### src/sac_pkg.sv
// package for the converter configuration and accumulator block
// assumes registers sit behind a 32-bit apb slave, one word per register
package sac_pkg;

    // register indices; byte address is four times the index
    localparam logic [7:0] IDX_ACC_CFG = 8'hba;
    localparam logic [7:0] IDX_CONV_CFG = 8'hbc;
    localparam logic [7:0] IDX_RES_LOW = 8'hbd;
    localparam logic [7:0] IDX_RES_HIGH = 8'hbe;
    localparam logic [7:0] IDX_CTRL = 8'hc0;
    localparam logic [7:0] IDX_STATUS = 8'hc1;

    // converter_config fields
    localparam int CC_DIV_MSB = 7;
    localparam int CC_DIV_LSB = 3;
    localparam int CC_EIGHT_BIT = 2;
    localparam int CC_TRACK = 1;
    localparam int CC_GAIN = 0;

    // accumulator_config fields
    localparam int AC_TWELVE = 7;
    localparam int AC_ACCUM = 6;
    localparam int AC_SJ_MSB = 5;
    localparam int AC_SJ_LSB = 3;
    localparam int AC_RPT_MSB = 2;
    localparam int AC_RPT_LSB = 0;

    // control register fields
    localparam int CT_ENABLE = 0;
    localparam int CT_BURST = 1;

    // reset values
    localparam logic [7:0] CONV_CFG_RST = 8'hf8;
    localparam logic [7:0] ACC_CFG_RST = 8'h00;
    localparam logic [1:0] CTRL_RST = 2'h0;
    localparam logic [15:0] ACC_RST = 16'h0000;

    // timing and format constants
    localparam int LPO_FREQ_MHZ = 20;
    localparam logic [1:0] TRACK_CYCLES = 2'h3;
    localparam logic [2:0] SJ_LEFT = 3'h4;

    // conversion sequence states, gray along idle-track-conv-next
    typedef enum logic [1:0] {
        SAC_IDLE = 2'b00,
        SAC_TRACK = 2'b01,
        SAC_CONV = 2'b11,
        SAC_NEXT = 2'b10
    } sac_state_t;

    // burst repeat code to number of conversions; reserved codes give one
    function automatic logic [6:0] sac_rpt_total(input logic [2:0] code);
        logic [6:0] n;
        n = 7'h01;
        case (code)
            3'h1: n = 7'h04;
            3'h2: n = 7'h08;
            3'h3: n = 7'h10;
            3'h4: n = 7'h20;
            3'h5: n = 7'h40;
            default: n = 7'h01;
        endcase
        return n;
    endfunction

endpackage

### src/sac_clk_div.sv
// conversion clock divider: one tick per (div + 1) source ticks
// assumes src_tick is a one-cycle pulse on clk
`timescale 1ns/1ns
module sac_clk_div
    import sac_pkg::*;
(
    input wire logic clk,
    input wire logic rst,
    input wire logic run,
    input wire logic src_tick,
    input wire logic [4:0] div,
    output logic tick_ff
);

    logic [4:0] cnt_ff;

    // count source ticks; restart whenever the sequence is idle
    always_ff @(posedge clk or posedge rst) begin
        if (rst) begin
            cnt_ff <= 5'h00;
            tick_ff <= 1'b0;
        end else if (!run) begin
            cnt_ff <= 5'h00;
            tick_ff <= 1'b0;
        end else if (src_tick && cnt_ff == div) begin
            cnt_ff <= 5'h00;
            tick_ff <= 1'b1;
        end else begin
            cnt_ff <= src_tick ? cnt_ff + 5'h01 : cnt_ff;
            tick_ff <= 1'b0;
        end
    end

    div_wrap_a: assert property (@(posedge clk) disable iff (rst)
        (run && src_tick && cnt_ff == div) |=> (tick_ff && cnt_ff == 5'h00))
        else $error("divider missed its terminal count");

    div_source_a: assert property (@(posedge clk) disable iff (rst)
        tick_ff |-> ($past(src_tick) && $past(cnt_ff) == $past(div)))
        else $error("conversion tick without a full source count");

endmodule

### src/sac_top.sv
// converter configuration, sequencing and accumulator with apb registers
// assumes start_of_conv, conv_done and conv_result come from logic on clk;
// lpo_clk_in is the low-power oscillator pin and is synchronised here
`timescale 1ns/1ns

// Behaviour
// - conversion clock is source clock divided by divider field plus one.
// - source is system clock, or the 20 MHz oscillator in burst mode.
// - with 12-bit off, config bit 2 set selects 8-bit conversions, clear 10-bit.
// - delayed track waits 3 conversion clocks after start, else immediate.
// - config bit 0 selects amplifier gain one, clear gives one half.
// - accumulator config bit 7 enables 12-bit conversions.
// - outside burst, result holds latest conversion or running sum.
// - accumulate enable is write-only and always reads zero.
// - shift/justify code picks right shift 0-3 or left justify.
// - burst repeat code selects 1, 4, 8, 16, 32 or 64 summed conversions.
// - in burst, delayed track adds 3 conversion clocks before each conversion.
module sac_top
    import sac_pkg::*;
(
    input wire logic clk,
    input wire logic rst,
    input wire logic psel,
    input wire logic penable,
    input wire logic pwrite,
    input wire logic [11:0] paddr,
    input wire logic [31:0] pwdata,
    output logic [31:0] prdata,
    output logic pready,
    output logic pslverr,
    input wire logic lpo_clk_in,
    input wire logic start_of_conv,
    input wire logic conv_done,
    input wire logic [11:0] conv_result,
    output logic conversion_clock,
    output logic conv_start,
    output logic eight_bit_enable,
    output logic twelve_bit_enable,
    output logic amplifier_gain_select,
    output logic conv_complete
);

    logic [7:0] conv_cfg_ff;
    logic [7:0] acc_cfg_ff;
    logic accumulate_enable_ff;
    logic [1:0] ctrl_ff;
    logic [15:0] acc_ff;
    logic [31:0] prdata_ff;
    logic slverr_ff;
    logic [2:0] lpo_sync_ff;
    sac_state_t state_ff;
    sac_state_t nxt_state;
    logic [1:0] track_cnt_ff;
    logic [6:0] done_cnt_ff;
    logic conv_start_ff;
    logic complete_ff;
    logic burst_first_ff;

    logic setup_ph;
    logic wr_acc;
    logic [7:0] idx;
    logic hit;
    logic burst_mode_enable;
    logic delayed_track_select;
    logic [2:0] shift_justify_select;
    logic [6:0] rpt_total;
    logic lpo_edge;
    logic src_tick;
    logic conv_tick;
    logic go_conv;
    logic last_conv;
    logic [15:0] sample;
    logic [15:0] result_fmt;
    logic [4:0] lj_shift;

    // apb decode; printed offsets are indices, byte address is index times four
    assign idx = paddr[9:2];
    assign hit = (paddr[11:10] == 2'b00) && (paddr[1:0] == 2'b00) &&
                 (idx == IDX_ACC_CFG || idx == IDX_CONV_CFG || idx == IDX_RES_LOW ||
                  idx == IDX_RES_HIGH || idx == IDX_CTRL || idx == IDX_STATUS);
    assign setup_ph = psel && !penable;
    assign wr_acc = psel && penable && pwrite && hit;
    assign pready = 1'b1;
    assign prdata = prdata_ff;
    assign pslverr = psel && penable && slverr_ff;

    // field views
    assign burst_mode_enable = ctrl_ff[CT_BURST];
    assign delayed_track_select = conv_cfg_ff[CC_TRACK];
    assign shift_justify_select = acc_cfg_ff[AC_SJ_MSB:AC_SJ_LSB];
    assign rpt_total = sac_rpt_total(acc_cfg_ff[AC_RPT_MSB:AC_RPT_LSB]);
    assign eight_bit_enable = conv_cfg_ff[CC_EIGHT_BIT];
    assign twelve_bit_enable = acc_cfg_ff[AC_TWELVE];
    assign amplifier_gain_select = conv_cfg_ff[CC_GAIN];
    assign conv_start = conv_start_ff;
    assign conv_complete = complete_ff;
    assign conversion_clock = conv_tick;

    // oscillator pin synchroniser plus an edge flop behind it
    always_ff @(posedge clk or posedge rst) begin
        if (rst) begin
            lpo_sync_ff <= 3'h0;
        end else begin
            lpo_sync_ff <= {lpo_sync_ff[1:0], lpo_clk_in};
        end
    end
    assign lpo_edge = lpo_sync_ff[1] && !lpo_sync_ff[2];

    assign src_tick = burst_mode_enable ? lpo_edge : 1'b1;

    sac_clk_div u_div (
        .clk(clk),
        .rst(rst),
        .run(state_ff != SAC_IDLE),
        .src_tick(src_tick),
        .div(conv_cfg_ff[CC_DIV_MSB:CC_DIV_LSB]), // divide by field plus one
        .tick_ff(conv_tick)
    );

    // register writes on the access phase
    always_ff @(posedge clk or posedge rst) begin
        if (rst) begin
            conv_cfg_ff <= CONV_CFG_RST;
            acc_cfg_ff <= ACC_CFG_RST;
            ctrl_ff <= CTRL_RST;
        end else if (wr_acc) begin
            if (idx == IDX_CONV_CFG) begin
                conv_cfg_ff <= pwdata[7:0];
            end
            if (idx == IDX_ACC_CFG) begin
                acc_cfg_ff <= pwdata[7:0];
            end
            if (idx == IDX_CTRL) begin
                ctrl_ff <= pwdata[1:0];
            end
        end
    end

    always_ff @(posedge clk or posedge rst) begin
        if (rst) begin
            accumulate_enable_ff <= 1'b0;
        end else if (wr_acc && idx == IDX_ACC_CFG) begin
            accumulate_enable_ff <= pwdata[AC_ACCUM];
        end
    end

    // sample masked to the chosen resolution
    always_comb begin
        sample = 16'h0000;
        lj_shift = 5'h06;
        if (twelve_bit_enable) begin
            sample = {4'h0, conv_result};
            lj_shift = 5'h04;
        end else if (eight_bit_enable) begin
            sample = {8'h00, conv_result[7:0]};
            lj_shift = 5'h08;
        end else begin
            sample = {6'h00, conv_result[9:0]};
        end
    end

    always_comb begin
        result_fmt = acc_ff;
        case (shift_justify_select)
            3'h1: result_fmt = acc_ff >> 1;
            3'h2: result_fmt = acc_ff >> 2;
            3'h3: result_fmt = acc_ff >> 3;
            SJ_LEFT: result_fmt = acc_ff << lj_shift;
            default: result_fmt = acc_ff;
        endcase
    end

    // read data captured in the setup phase, stable through access
    always_ff @(posedge clk or posedge rst) begin
        if (rst) begin
            prdata_ff <= 32'h0000_0000;
            slverr_ff <= 1'b0;
        end else if (setup_ph) begin
            slverr_ff <= !hit;
            prdata_ff <= 32'h0000_0000;
            if (!pwrite) begin
                case (idx)
                    IDX_ACC_CFG: prdata_ff <= {24'h00_0000, acc_cfg_ff[7], 1'b0, acc_cfg_ff[5:0]};
                    IDX_CONV_CFG: prdata_ff <= {24'h00_0000, conv_cfg_ff};
                    IDX_RES_LOW: prdata_ff <= {24'h00_0000, result_fmt[7:0]};
                    IDX_RES_HIGH: prdata_ff <= {24'h00_0000, result_fmt[15:8]};
                    IDX_CTRL: prdata_ff <= {30'h0000_0000, ctrl_ff};
                    IDX_STATUS: prdata_ff <= {29'h0000_0000, (state_ff != SAC_IDLE), state_ff};
                    default: prdata_ff <= 32'h0000_0000;
                endcase
            end
        end
    end

    assign last_conv = !burst_mode_enable || (done_cnt_ff + 7'h01 >= rpt_total);

    // sequence next state
    always_comb begin
        nxt_state = state_ff;
        go_conv = 1'b0;
        case (state_ff)
            SAC_IDLE: begin
                if (start_of_conv && ctrl_ff[CT_ENABLE]) begin
                    nxt_state = delayed_track_select ? SAC_TRACK : SAC_CONV;
                    go_conv = !delayed_track_select;
                end
            end
            SAC_TRACK: begin
                if (conv_tick && track_cnt_ff == TRACK_CYCLES - 2'h1) begin
                    nxt_state = SAC_CONV;
                    go_conv = 1'b1;
                end
            end
            SAC_CONV: begin
                if (conv_done) begin
                    nxt_state = last_conv ? SAC_IDLE : SAC_NEXT;
                end
            end
            SAC_NEXT: begin
                nxt_state = delayed_track_select ? SAC_TRACK : SAC_CONV;
                go_conv = !delayed_track_select;
            end
            default: nxt_state = SAC_IDLE;
        endcase
    end

    // sequence state, track counter and strobes
    always_ff @(posedge clk or posedge rst) begin
        if (rst) begin
            state_ff <= SAC_IDLE;
            track_cnt_ff <= 2'h0;
            conv_start_ff <= 1'b0;
            complete_ff <= 1'b0;
        end else begin
            state_ff <= nxt_state;
            conv_start_ff <= go_conv;
            complete_ff <= (state_ff == SAC_CONV) && conv_done && last_conv;
            if (state_ff == SAC_TRACK) begin
                track_cnt_ff <= conv_tick ? track_cnt_ff + 2'h1 : track_cnt_ff;
            end else begin
                track_cnt_ff <= 2'h0;
            end
        end
    end

    always_ff @(posedge clk or posedge rst) begin
        if (rst) begin
            done_cnt_ff <= 7'h00;
            burst_first_ff <= 1'b0;
        end else if (state_ff == SAC_IDLE) begin
            done_cnt_ff <= 7'h00;
            burst_first_ff <= 1'b1;
        end else if (state_ff == SAC_CONV && conv_done) begin
            done_cnt_ff <= done_cnt_ff + 7'h01;
            burst_first_ff <= 1'b0;
        end
    end

    // accumulator update; a finishing conversion wins over a software write
    always_ff @(posedge clk or posedge rst) begin
        if (rst) begin
            acc_ff <= ACC_RST;
        end else if (state_ff == SAC_CONV && conv_done) begin
            if (burst_mode_enable) begin
                acc_ff <= burst_first_ff ? sample : acc_ff + sample;
            end else begin
                acc_ff <= accumulate_enable_ff ? acc_ff + sample : sample;
            end
        end else if (wr_acc && idx == IDX_RES_LOW) begin
            acc_ff[7:0] <= pwdata[7:0];
        end else if (wr_acc && idx == IDX_RES_HIGH) begin
            acc_ff[15:8] <= pwdata[7:0];
        end
    end

    track_delay_a: assert property (@(posedge clk) disable iff (rst)
        (state_ff == SAC_IDLE && start_of_conv && ctrl_ff[CT_ENABLE] && !delayed_track_select)
        |=> (conv_start && state_ff == SAC_CONV))
        else $error("normal track did not start conversion at once");

    track_three_a: assert property (@(posedge clk) disable iff (rst)
        (conv_start && $past(state_ff) == SAC_TRACK) |-> ($past(track_cnt_ff) == 2'h2 && $past(conv_tick)))
        else $error("delayed track shorter or longer than three ticks");

    gain_select_a: assert property (@(posedge clk) disable iff (rst)
        $past(wr_acc && idx == IDX_CONV_CFG) |-> amplifier_gain_select == $past(pwdata[0]))
        else $error("gain select does not follow its bit");

    resolution_sel_a: assert property (@(posedge clk) disable iff (rst)
        $past(wr_acc && idx == IDX_CONV_CFG) |-> eight_bit_enable == $past(pwdata[2]))
        else $error("eight bit select does not follow its bit");

    twelve_sel_a: assert property (@(posedge clk) disable iff (rst)
        $past(wr_acc && idx == IDX_ACC_CFG) |-> twelve_bit_enable == $past(pwdata[7]))
        else $error("twelve bit select does not follow its bit");

    lpo_source_a: assert property (@(posedge clk) disable iff (rst)
        (conv_tick && burst_mode_enable && $past(burst_mode_enable)) |-> $past(lpo_edge))
        else $error("burst conversion clock not from the oscillator");

    accum_sum_a: assert property (@(posedge clk) disable iff (rst)
        (state_ff == SAC_CONV && conv_done && !burst_mode_enable && accumulate_enable_ff)
        |=> acc_ff == $past(acc_ff) + $past(sample))
        else $error("accumulator did not add the conversion");

    latest_only_a: assert property (@(posedge clk) disable iff (rst)
        (state_ff == SAC_CONV && conv_done && !burst_mode_enable && !accumulate_enable_ff)
        |=> acc_ff == $past(sample))
        else $error("result does not hold the latest conversion");

    read_ae_zero_a: assert property (@(posedge clk) disable iff (rst)
        (psel && penable && !pwrite && idx == IDX_ACC_CFG) |-> prdata[AC_ACCUM] == 1'b0)
        else $error("accumulate enable read back as one");

    ae_kept_a: assert property (@(posedge clk) disable iff (rst)
        (wr_acc && idx == IDX_ACC_CFG) |=> accumulate_enable_ff == $past(pwdata[AC_ACCUM]))
        else $error("accumulate enable not kept");

    shift_fmt_a: assert property (@(posedge clk) disable iff (rst)
        (shift_justify_select == 3'h2) |-> result_fmt == {2'b00, acc_ff[15:2]})
        else $error("shift by two format wrong");

    burst_count_a: assert property (@(posedge clk) disable iff (rst)
        (complete_ff && burst_mode_enable) |-> done_cnt_ff >= rpt_total)
        else $error("burst finished before its repeat count");

endmodule

### config.mk
export PLATFORM = sky130hd
export DESIGN_NAME = sac_top
export DESIGN_NICKNAME = d
export VERILOG_FILES = /design/src/sac_pkg.sv /design/src/sac_clk_div.sv /design/src/sac_top.sv
export SDC_FILE = /design/constraint.sdc
export NUM_CORES = 1
export LEC_CHECK = 0
export BUFFER_PORTS_ARGS = -buffer_cell sky130_fd_sc_hd__buf_2
export CAP_MARGIN = 20
export CORE_UTILIZATION = 51
export CTS_BUF_LIST = sky130_fd_sc_hd__clkbuf_4 sky130_fd_sc_hd__clkbuf_8 sky130_fd_sc_hd__clkbuf_16
export CTS_CLUSTER_SIZE = 28
export DETAILED_ROUTE_END_ITERATION = 12
export PLACE_DENSITY = 0.78
export REMOVE_ABC_BUFFERS = 1
export SETUP_SLACK_MARGIN = 0.15
export SLEW_MARGIN = 20
export SYNTH_ARGS = -nofsm -noshare
export SYNTH_HDL_FRONTEND = slang
export SYNTH_HIERARCHICAL = 1
export SYNTH_SLANG_ARGS = --single-unit
### constraint.sdc
create_clock -name clk -period 2.4 [get_ports clk]
set_input_delay 0.24 -clock clk [delete_from_list [all_inputs] [get_ports clk]]
set_output_delay 0.24 -clock clk [all_outputs]
set_load 0.05 [all_outputs]
======== Yosys cells after proc, flatten, opt, wreduce, memory -nomap -nowiden ========
Cells that the tools add are included.
operators by class
  multiplexer cells ....................... 36
  reduce and logical (&&, ||, !) cells .... 39
  add/sub/neg operators ................... 4
  magnitude comparators ................... 1
  shift-type cells ........................ 1
  equality and inequality tests ........... 26
operators with widths
  kind                                                 number
  2-to-1 mux 16 bit                                    4
  one-hot mux 16 bit (4 select lines)                  1
  equality test 8 bit, second input constant           6
  one-hot mux 8 bit (6 select lines)                   1
  one-hot mux 7 bit (5 select lines)                   1
  2-to-1 mux 8 bit                                     4
  adder 16 bit                                         1
  logical AND 1 bit                                    16
  << shifter 16 x 5 -> 16 bit                          1
  2-to-1 mux 5 bit                                     3
  2-to-1 mux 2 bit                                     7
  2-to-1 mux 7 bit                                     2
  equality test 3 x 2 -> 1 bit, second input constant  4
  2-to-1 mux 12 bit                                    1
  2-to-1 mux 10 bit                                    1
  equality test 3 bit, second input constant           3
  2-to-1 mux 4 bit                                     2
  inequality test 2 bit, second input constant         4
  one-hot mux 2 bit (4 select lines)                   1
  AND reduction 2 bit                                  4
  nonzero test 2 bit                                   4
  adder 7 x 1 -> 7 bit, second input constant          1
  >= comparator 7 bit                                  1
  2-to-1 mux 1 bit                                     7
  other kinds (13)                                     27
word-level totals
  bits of input ports ..................... 64
  word-level logic and storage cells ...... 124
  bits in registers ....................... 91
  output and inout port bits .............. 40

======== Depth between registers and ports, before layout ========
Gate-level depths: netlist of the first run.
  word-level depth ........................ 12
  mapped depth ............................ 11
  gate-level depth less buffers ........... 11

======== By module ========
The synthesis of the first run kept the hierarchy.
by module, submodules not included
  module       area each (um2)  instances  cells an instance
  sac_top      4978.5           1          566
  sac_clk_div  366.6            1          38

======== Worst setup path after synthesis of the first run ========
Ideal clock, no wire load.
  kind .................................... register -> register
  from .................................... register conv_cfg_ff[2]
  to ...................................... register acc_ff[15]
  clock period less this slack ............ 2.830 ns
  setup time .............................. 0.071 ns
  slack ................................... -0.430 ns
  stages on the path, launching flop included .. 10
  arrival time ............................ 2.759 ns
  required time ........................... 2.329 ns
  path through ............................ dfrtp_1 -> buf_2 -> nand2b_1 -> and2_1 -> ha_1 -> a21oi_1 -> o21ai_0 -> or4b_1 -> mux2_2 -> nand4_1
on the way
  word-level cells in the longest chain between the ends .. 6
ends and longest elaborated chain
  what                                  line                            RTL
  from (decl)                           sac_top.sv:43                   logic [7:0] conv_cfg_ff;
  from (signal assigned)                sac_top.sv:128                  conv_cfg_ff <= pwdata[7:0];
  2-to-1 mux 10 bit *                   sac_top.sv:154                  end else if (eight_bit_enable) begin
  2-to-1 mux 12 bit *                   sac_top.sv:151                  if (twelve_bit_enable) begin
  adder 16 bit *                        sac_top.sv:265, sac_top.sv:267
  2-to-1 mux 16 bit (on tied branches)  sac_top.sv:267, sac_top.sv:265
  2-to-1 mux 16 bit *                   sac_top.sv:264                  if (burst_mode_enable) begin
  2-to-1 mux 16 bit *                   sac_top.sv:263                  end else if (state_ff == SAC_CONV && conv_done) begin
  to (signal assigned)                  sac_top.sv:265                  acc_ff <= burst_first_ff ? sample : acc_ff + sample;
  to (signal assigned)                  sac_top.sv:267                  acc_ff <= accumulate_enable_ff ? acc_ff + sample : sample;
  to (signal assigned)                  sac_top.sv:272                  acc_ff[15:8] <= pwdata[7:0];
  to (decl)                             sac_top.sv:47                   logic [15:0] acc_ff;
Every way passes the cells marked *; elsewhere a longest branch is shown, timed or not.
A chain may end at the register's enable or synchronous reset.

======== Worst setup path after layout of the first run ========
  from .................................... register acc_cfg_ff[1]
  to ...................................... register state_ff[1]
on the way
  word-level cells in the longest chain between the ends .. 7
ends and longest elaborated chain
  what                                               line            RTL
  from (decl)                                        sac_top.sv:44   logic [7:0] acc_cfg_ff;
  from (signal assigned)                             sac_top.sv:131  acc_cfg_ff <= pwdata[7:0];
  equality test 3 bit, or another cell as far along  sac_pkg.sv:55   case (code)
  one-hot mux 7 bit (5 select lines) *               sac_pkg.sv:55
  >= comparator 7 bit *                              sac_top.sv:195  assign last_conv = !burst_mode_enable || (done_cnt_ff + 7'h01 >= rpt_total);
  logical OR 1 bit *                                 sac_top.sv:195
  2-to-1 mux 2 bit *                                 sac_top.sv:216  nxt_state = last_conv ? SAC_IDLE : SAC_NEXT;
  2-to-1 mux 2 bit *                                 sac_top.sv:215  if (conv_done) begin
  one-hot mux 2 bit (4 select lines) *               sac_top.sv:201  case (state_ff)
  to (signal assigned)                               sac_top.sv:235  state_ff <= nxt_state;
  to (decl)                                          sac_top.sv:51   sac_state_t state_ff;
Every way passes the cells marked *; elsewhere a longest branch is shown, timed or not. The select of a mux whose other input is x is not followed.

==> results of run 1 <==
[final timing paths]
check                               start               to  slack [ns]  cells past startpoint
setup / recovery            acc_cfg_ff[1]      state_ff[1]        0.13                      9
hold / removal             conv_result[7]        acc_ff[7]        0.18                      2
setup reg to reg            acc_cfg_ff[1]      state_ff[1]        0.13                      9
hold reg to reg            lpo_sync_ff[0]   lpo_sync_ff[1]        0.36                      0
max in group asynchronous             rst    acc_cfg_ff[7]        1.31                      4
min in group asynchronous             rst  u_div/cnt_ff[2]        0.34                      3
[cell type report]
| cell class | count | area, um2 | area share |
|---|---|---|---|
| inverters | 14 | 52.6 | 0.00819 |
| clock inverters | 7 | 77.6 | 0.0121 |
| multi-input cells | 489 | 3580 | 0.559 |
| flip-flops and latches | 66 | 1660 | 0.258 |
| repair buffers | 113 | 748 | 0.117 |
| clock buffers | 9 | 124 | 0.0193 |
| well taps | 136 | 170 | 0.0265 |
[per-layer routing]
layer  part of all wire  global-route usage  vias up
met2               0.49               0.457      204
met5                  0                   0        -
met1               0.42               0.367     2454
met3              0.061              0.0363       41
li1                   -                   -     2346
met4              0.031               0.126        0
[critical path, cell delays in order (launching register included)]
cell and delay, ns:
dfrtp_1 0.41, nor2_2 0.06, mux2_2 0.26, ha_1 0.26, or3b_2 0.46, a21o_1 0.18, a211o_1 0.32, nand2_2 0.08
o21ai_2 0.05, o21ai_1 0.12
[cell usage in the layout (no fill, tap or decap), types with 5 or more instances in the layout]
master and count:
a211oi_1 14, buf_2 55, inv_1 13, ha_4 5
nor3_1 9, nor2b_1 11, nand3_1 12, o21ai_0 37
xor2_1 8, conb_1 25, mux2i_1 23, o211ai_1 9
ha_1 14, nand2b_1 12, mux4_2 5, a21oi_1 27
a22oi_1 9, xnor2_1 12, dfrtp_1 61, nor2_1 35
buf_4 52, mux2_2 29, a21o_1 8, nand4_1 6
clkbuf_8 9, dfstp_2 5, a221oi_1 6, nand2_1 73
[power groups by stage]
stage               clock network (mW)  logic [mW]  registers (mW)
floorplan                            0        1.33            1.58
global placement                     0        2.05            1.47
detailed placement                   0        2.13            1.49
CTS                               1.00        2.22            1.47
global route                      1.06        2.62            1.51
finish                           0.997        2.44            1.48
[flip-flops by register name, indices dropped and copies added (netlist names)]
signal / cells
acc_ff: 16
acc_cfg_ff: 8
conv_cfg_ff: 8
prdata: 8
done_cnt_ff: 7
u_div/cnt_ff: 5
lpo_sync_ff: 3
ctrl_ff: 2
state_ff: 2
track_cnt_ff: 2
burst_first_ff: 1
conv_complete: 1
conv_start: 1
slverr_ff: 1
u_div/tick_ff: 1
[through the flow]
step,worst slack [ns],power [mW],setup TNS [ns]
6_report,0.128,4.93,0
5_1_grt,0.0440,5.19,0
4_1_cts,0.148,4.69,0
3_5_place_dp,-0.266,3.61,-0.407
3_3_place_gp,-0.151,3.52,-0.179
2_1_floorplan,-0.397,2.92,-1.57
[cells by family (layout without fill, tap and decap cells)]
kind of cell,Yosys count,count (layout),synth area share
simple gates,206,206,0.207
compound gates,158,158,0.197
other cells,2,25,0.00141
xor+xnor,21,21,0.0344
flops,66,66,0.310
mux,57,57,0.125
buf+inv,72,143,0.0721
fa+ha+maj,22,22,0.0529
[repair_timing]
action	4_1_cts	5_1_grt
setup endpoints to repair	6	7
buffers inserted	5	8
resized for setup	18	22
endpoints found under the hold margin	24	0
pin swaps	11	9
hold buffers	2	0
==> qor.tcl, run 1 <==
set qor(synth_top_cells_by_count) {nand2_1 (74), dfrtp_1 (61), o21ai_0 (40)}
set qor(place.detailed.hpwl_um) 10900
set qor(die_h_um) 104
set qor(drv_cap) 0
set qor(drt_pre_antenna_iters) 5
set qor(placement.io_buffers) 54
set qor(worst_clk_skew_ns) 0.0117
set qor(post_synth_edffs) 0
set qor(critical_path.max_fanout) 3
set qor(design.die.area_um2) 10900
set qor(ys_async_sr_fraction) 1.00
set qor(cts_tree) {yes}
set qor(number_of_global_route_vias_before_repair) 4762
set qor(crit_type) {reg2reg}
set qor(area.growth.synth_to_final_pct) 20.0
set qor(gr-total-overflow) 0
set qor(ys_ff_latch) 66
set qor(synth.yosys.warnings) 6
set qor(clkPwrFrac) 0.202
set qor(diodes) 0
set qor(core.rowCount) 37
set qor(synthTopCellsByArea) {dfrtp_1 (29%), mux2_2 (6.1%), nand2_1 (5.2%)}
set qor(rsz_0062_raised_after_global_routing) {true}
set qor(maximum_clock_insertion_buffer_count) 2
set qor(worstSetupEndpointType) {flop}
set qor(finalNetCount) 779
set qor(final_max_slew_viol_count) 0
set qor(crit_required_ns) 2.70
set qor(synthCells) 604
set qor(grt_max_degree) 39
set qor(synth.most_common_cell) {nand2_1}
set qor(synth_top_flop_cell) {dfrtp_1}
set qor(track_usage) 0.279
set qor(cts_buffers) 9
set qor(wl_per_cell_um) 18.2
set qor(initial_antenna_violation_count) 0
set qor(hold_path.class) {in2reg}
set qor(min_period_over_period) 0.947
set qor(worstPathArrival_ns) 2.57
set qor(n_fill_cell) 839
set qor(io-pin-count) 104
set qor(layout.core_utilization) 0.627
set qor(fraction_of_final_layout_cells_with_drive_strength_greater_than_1) 0.308
set qor(grt_first_pass_wirelength_um) 24000
set qor(power.density_cell_area_nw_per_um2) 768
set qor(insertion_delay_ns) 0.37
set qor(status) {finished, final reports clean}
set qor(type_of_origin_of_the_critical_path) {flop}
set qor(post-route-cell-area_um2) 6410
set qor(timing.final.hold_violations) 0
set qor(maxSlewHeadroom) 0.538
set qor(timing.final.setup_violations) 0
set qor(yosysUniqueCellTypes) 73
set qor(mappedNetlistArea_um2) 5350
set qor(power.static_leakage_nw) 2.82
set qor(drc) 0
set qor(comb_power_share) 0.496
set qor(max_clock_freq_mhz) 440
set qor(max-vdd-ir-drop_mv) 0.350
set qor(dr.first_iter.drc_count) 374
set qor(worst_hold_slack_ns) 0.180
set qor(clkTransAtPathRegs_ns) 0.09
set qor(routed_wl_um) 15200
set qor(clkSinkCount) 66
set qor(timing_worst_slew_pin_value_ns) 0.687
set qor(p_sw_mw) 2.11
set qor(root_buffer) {clkbuf_8}
set qor(fin_crit_ns) 2.27
set qor(synthDominantCellAreaShare) 0.286
set qor(dieWidth_um) 104
set qor(yosys.area.top_type) {dfrtp_1}
set qor(gpl.final_weighted_congestion) 0.928
set qor(htree_levels) 3
set qor(pwr-share-seq) 0.301
set qor(dp_cells) 802
set qor(place_area_um2) 5890
set qor(internal_power_mw) 2.82
set qor(sw_frac_of_total) 0.428
set qor(coreArea_um2) 10200
set qor(finalNonFillerCells) 834
set qor(synthesis.area_per_instance_um2) 8.85
set qor(dr_total_vias) 5045
set qor(floorplan.initialDensity) 0.522
set qor(ys_seq_area_frac) 0.310
set qor(via_per_inst) 6.05
set qor(ant_nets) 0
(Power assumes the default switching activity.)
==> run 2: changes to the inputs <==
--- a/config.mk
+++ b/config.mk
@@ -12,6 +12,7 @@
 export CTS_CLUSTER_SIZE = 28
 export DETAILED_ROUTE_END_ITERATION = 12
 export PLACE_DENSITY = 0.78
+export RECOVER_POWER = 100
 export REMOVE_ABC_BUFFERS = 1
 export SETUP_SLACK_MARGIN = 0.15
 export SLEW_MARGIN = 20
==> run 2 against run 1 <==
Wire length up 0.45%. Sequential share of layout area up 0.42 points. Die area unchanged. Non-clock buffer count unchanged. Fmax up 0.35%. Total power down 0.70%. Clock-buffer cell count unchanged. Largest power group unchanged.
==> qor.tcl, run 2 (same netlist as run 1, synthesis figures left out) <==
set qor(type_of_origin_of_the_critical_path) {flop}
set qor(maximum_clock_insertion_buffer_count) 2
set qor(timing.final.setup_violations) 0
set qor(design.die.area_um2) 10900
set qor(max-vdd-ir-drop_mv) 0.348
set qor(io-pin-count) 104
set qor(track_usage) 0.279
set qor(place_area_um2) 5890
set qor(fin_crit_ns) 2.26
set qor(core.rowCount) 37
set qor(final_cell_mix) {nand2_1 (73), dfrtp_1 (61), buf_4 (47)}
set qor(placement.io_buffers) 54
set qor(timing_worst_slew_pin_value_ns) 1.00
set qor(routed_wl_um) 15200
set qor(design_power_total_mw) 4.89
set qor(critical_path.max_fanout) 3
set qor(grt_first_pass_wirelength_um) 24000
set qor(timing.final.hold_violations) 0
set qor(layout.core_utilization) 0.617
set qor(maxSlewHeadroom) 0.331
set qor(n_fill_cell) 871
set qor(via_per_inst) 6.06
set qor(setup_total_negative_slack_ns) 0
set qor(finalNetCount) 779
set qor(largest_register_by_flop_count) {acc_ff}
set qor(dr_total_vias) 5053
set qor(max_clock_freq_mhz) 442
set qor(clkSinkCount) 66
set qor(grt_max_degree) 39
set qor(worstSetupEndpointType) {flop}
set qor(clkTransAtPathRegs_ns) 0.09
set qor(wl_per_cell_um) 18.3
set qor(number_of_flip_flops_in_the_largest_register) 16
set qor(most_common_cell_after_layout_fill_and_taps_aside) {nand2_1}
set qor(place.detailed.hpwl_um) 10900
set qor(hold_path.class) {in2reg}
set qor(drt_pre_antenna_iters) 5
set qor(insertion_delay_ns) 0.36
set qor(final_max_slew_viol_count) 0
set qor(post-route-cell-area_um2) 6310
set qor(gpl.final_weighted_congestion) 0.928
set qor(crit_required_ns) 2.70
set qor(ant_nets) 0
set qor(worstPathArrival_ns) 2.56
set qor(min_period_over_period) 0.943
set qor(floorplan.initialDensity) 0.522
set qor(htree_levels) 3
set qor(worst_clk_skew_ns) 0.0106
set qor(area.growth.synth_to_final_pct) 18.1
set qor(drc) 0
set qor(coreArea_um2) 10200
set qor(status) {finished, final reports clean}
set qor(diodes) 0
set qor(die_h_um) 104
set qor(drv_cap) 0
set qor(initial_antenna_violation_count) 0
set qor(cts_tree) {yes}
set qor(worst_hold_slack_ns) 0.185
set qor(gr-total-overflow) 0
set qor(dr.first_iter.drc_count) 307
set qor(fraction_of_final_layout_cells_with_drive_strength_greater_than_1) 0.266
set qor(power.static_leakage_nw) 2.73
set qor(cts_buffers) 9
set qor(root_buffer) {clkbuf_8}
set qor(dieWidth_um) 104
set qor(rsz_0062_raised_after_global_routing) {true}
set qor(power.density_cell_area_nw_per_um2) 775
set qor(crit_type) {reg2reg}
set qor(number_of_global_route_vias_before_repair) 4762
-- run 2: cell types whose count changed in the layout (fill, tap and decap cells not counted), moves of 2 or more --
cell,previous run,this run
nor4_1,1,3
clkbuf_1,0,22
buf_2,55,37
buf_4,52,47
nor4_4,4,2
-- run 2: routing by layer --
layer	wire length, um	up-vias	global-route usage
li1	-	2352	-
met1	6380	2456	0.367
met2	7390	204	0.457
met3	971	41	0.0363
met4	495	0	0.126
met5	0	-	0
-- run 2: repair_timing --
item,CTS,global route
endpoints found under the hold margin,24,0
pin swaps,11,9
hold buffers,2,0
resized for setup,18,22
setup endpoints to repair,6,7
setup buffers,5,8
-- run 2: worst paths after layout --
check,start,end,slack (ns),cells after the start
setup / recovery,acc_cfg_ff[1],state_ff[1],0.14,9
hold / removal,conv_result[7],acc_ff[7],0.18,2
setup reg to reg,acc_cfg_ff[1],state_ff[1],0.14,9
hold reg to reg,lpo_sync_ff[0],lpo_sync_ff[1],0.36,0
max in group asynchronous,rst,acc_ff[0],1.01,4
min in group asynchronous,rst,u_div/cnt_ff[2],0.33,3
-- run 2: final cells by class --
| class | instances | area (um2) | share of cell area |
|---|---|---|---|
| inverter | 14 | 52.6 | 0.00833 |
| clock buffer | 9 | 124 | 0.0196 |
| timing repair buffer | 113 | 704 | 0.112 |
| tap | 136 | 170 | 0.0270 |
| clock inverter | 7 | 77.6 | 0.0123 |
| multi-input combinational | 489 | 3530 | 0.559 |
| sequential | 66 | 1660 | 0.263 |
-- run 2: through the flow --
step | worst slack, ns | instances
after global routing | 0.0437 | 834
after floorplan | -0.397 | 569
after global placement | -0.151 | 802
final | 0.136 | 834
after detailed placement | -0.266 | 802
after CTS | 0.148 | 825
-- run 2: power by group --
part | switching [mW] | internal [mW] | leakage, nW
sequential | 0.197 | 1.29 | 0.854
combinational | 1.39 | 1.02 | 1.77
clock | 0.504 | 0.487 | 0.0998
total | 2.09 | 2.80 | 2.73
-- run 2: critical path, cell delays in order (launching register included) --
cell	delay, ns
dfrtp_1	0.41
nor2_2	0.06
mux2_2	0.26
ha_1	0.26
or3b_2	0.47
a21o_1	0.18
a211o_1	0.31
nand2_2	0.08
o21ai_2	0.05
o21ai_1	0.11
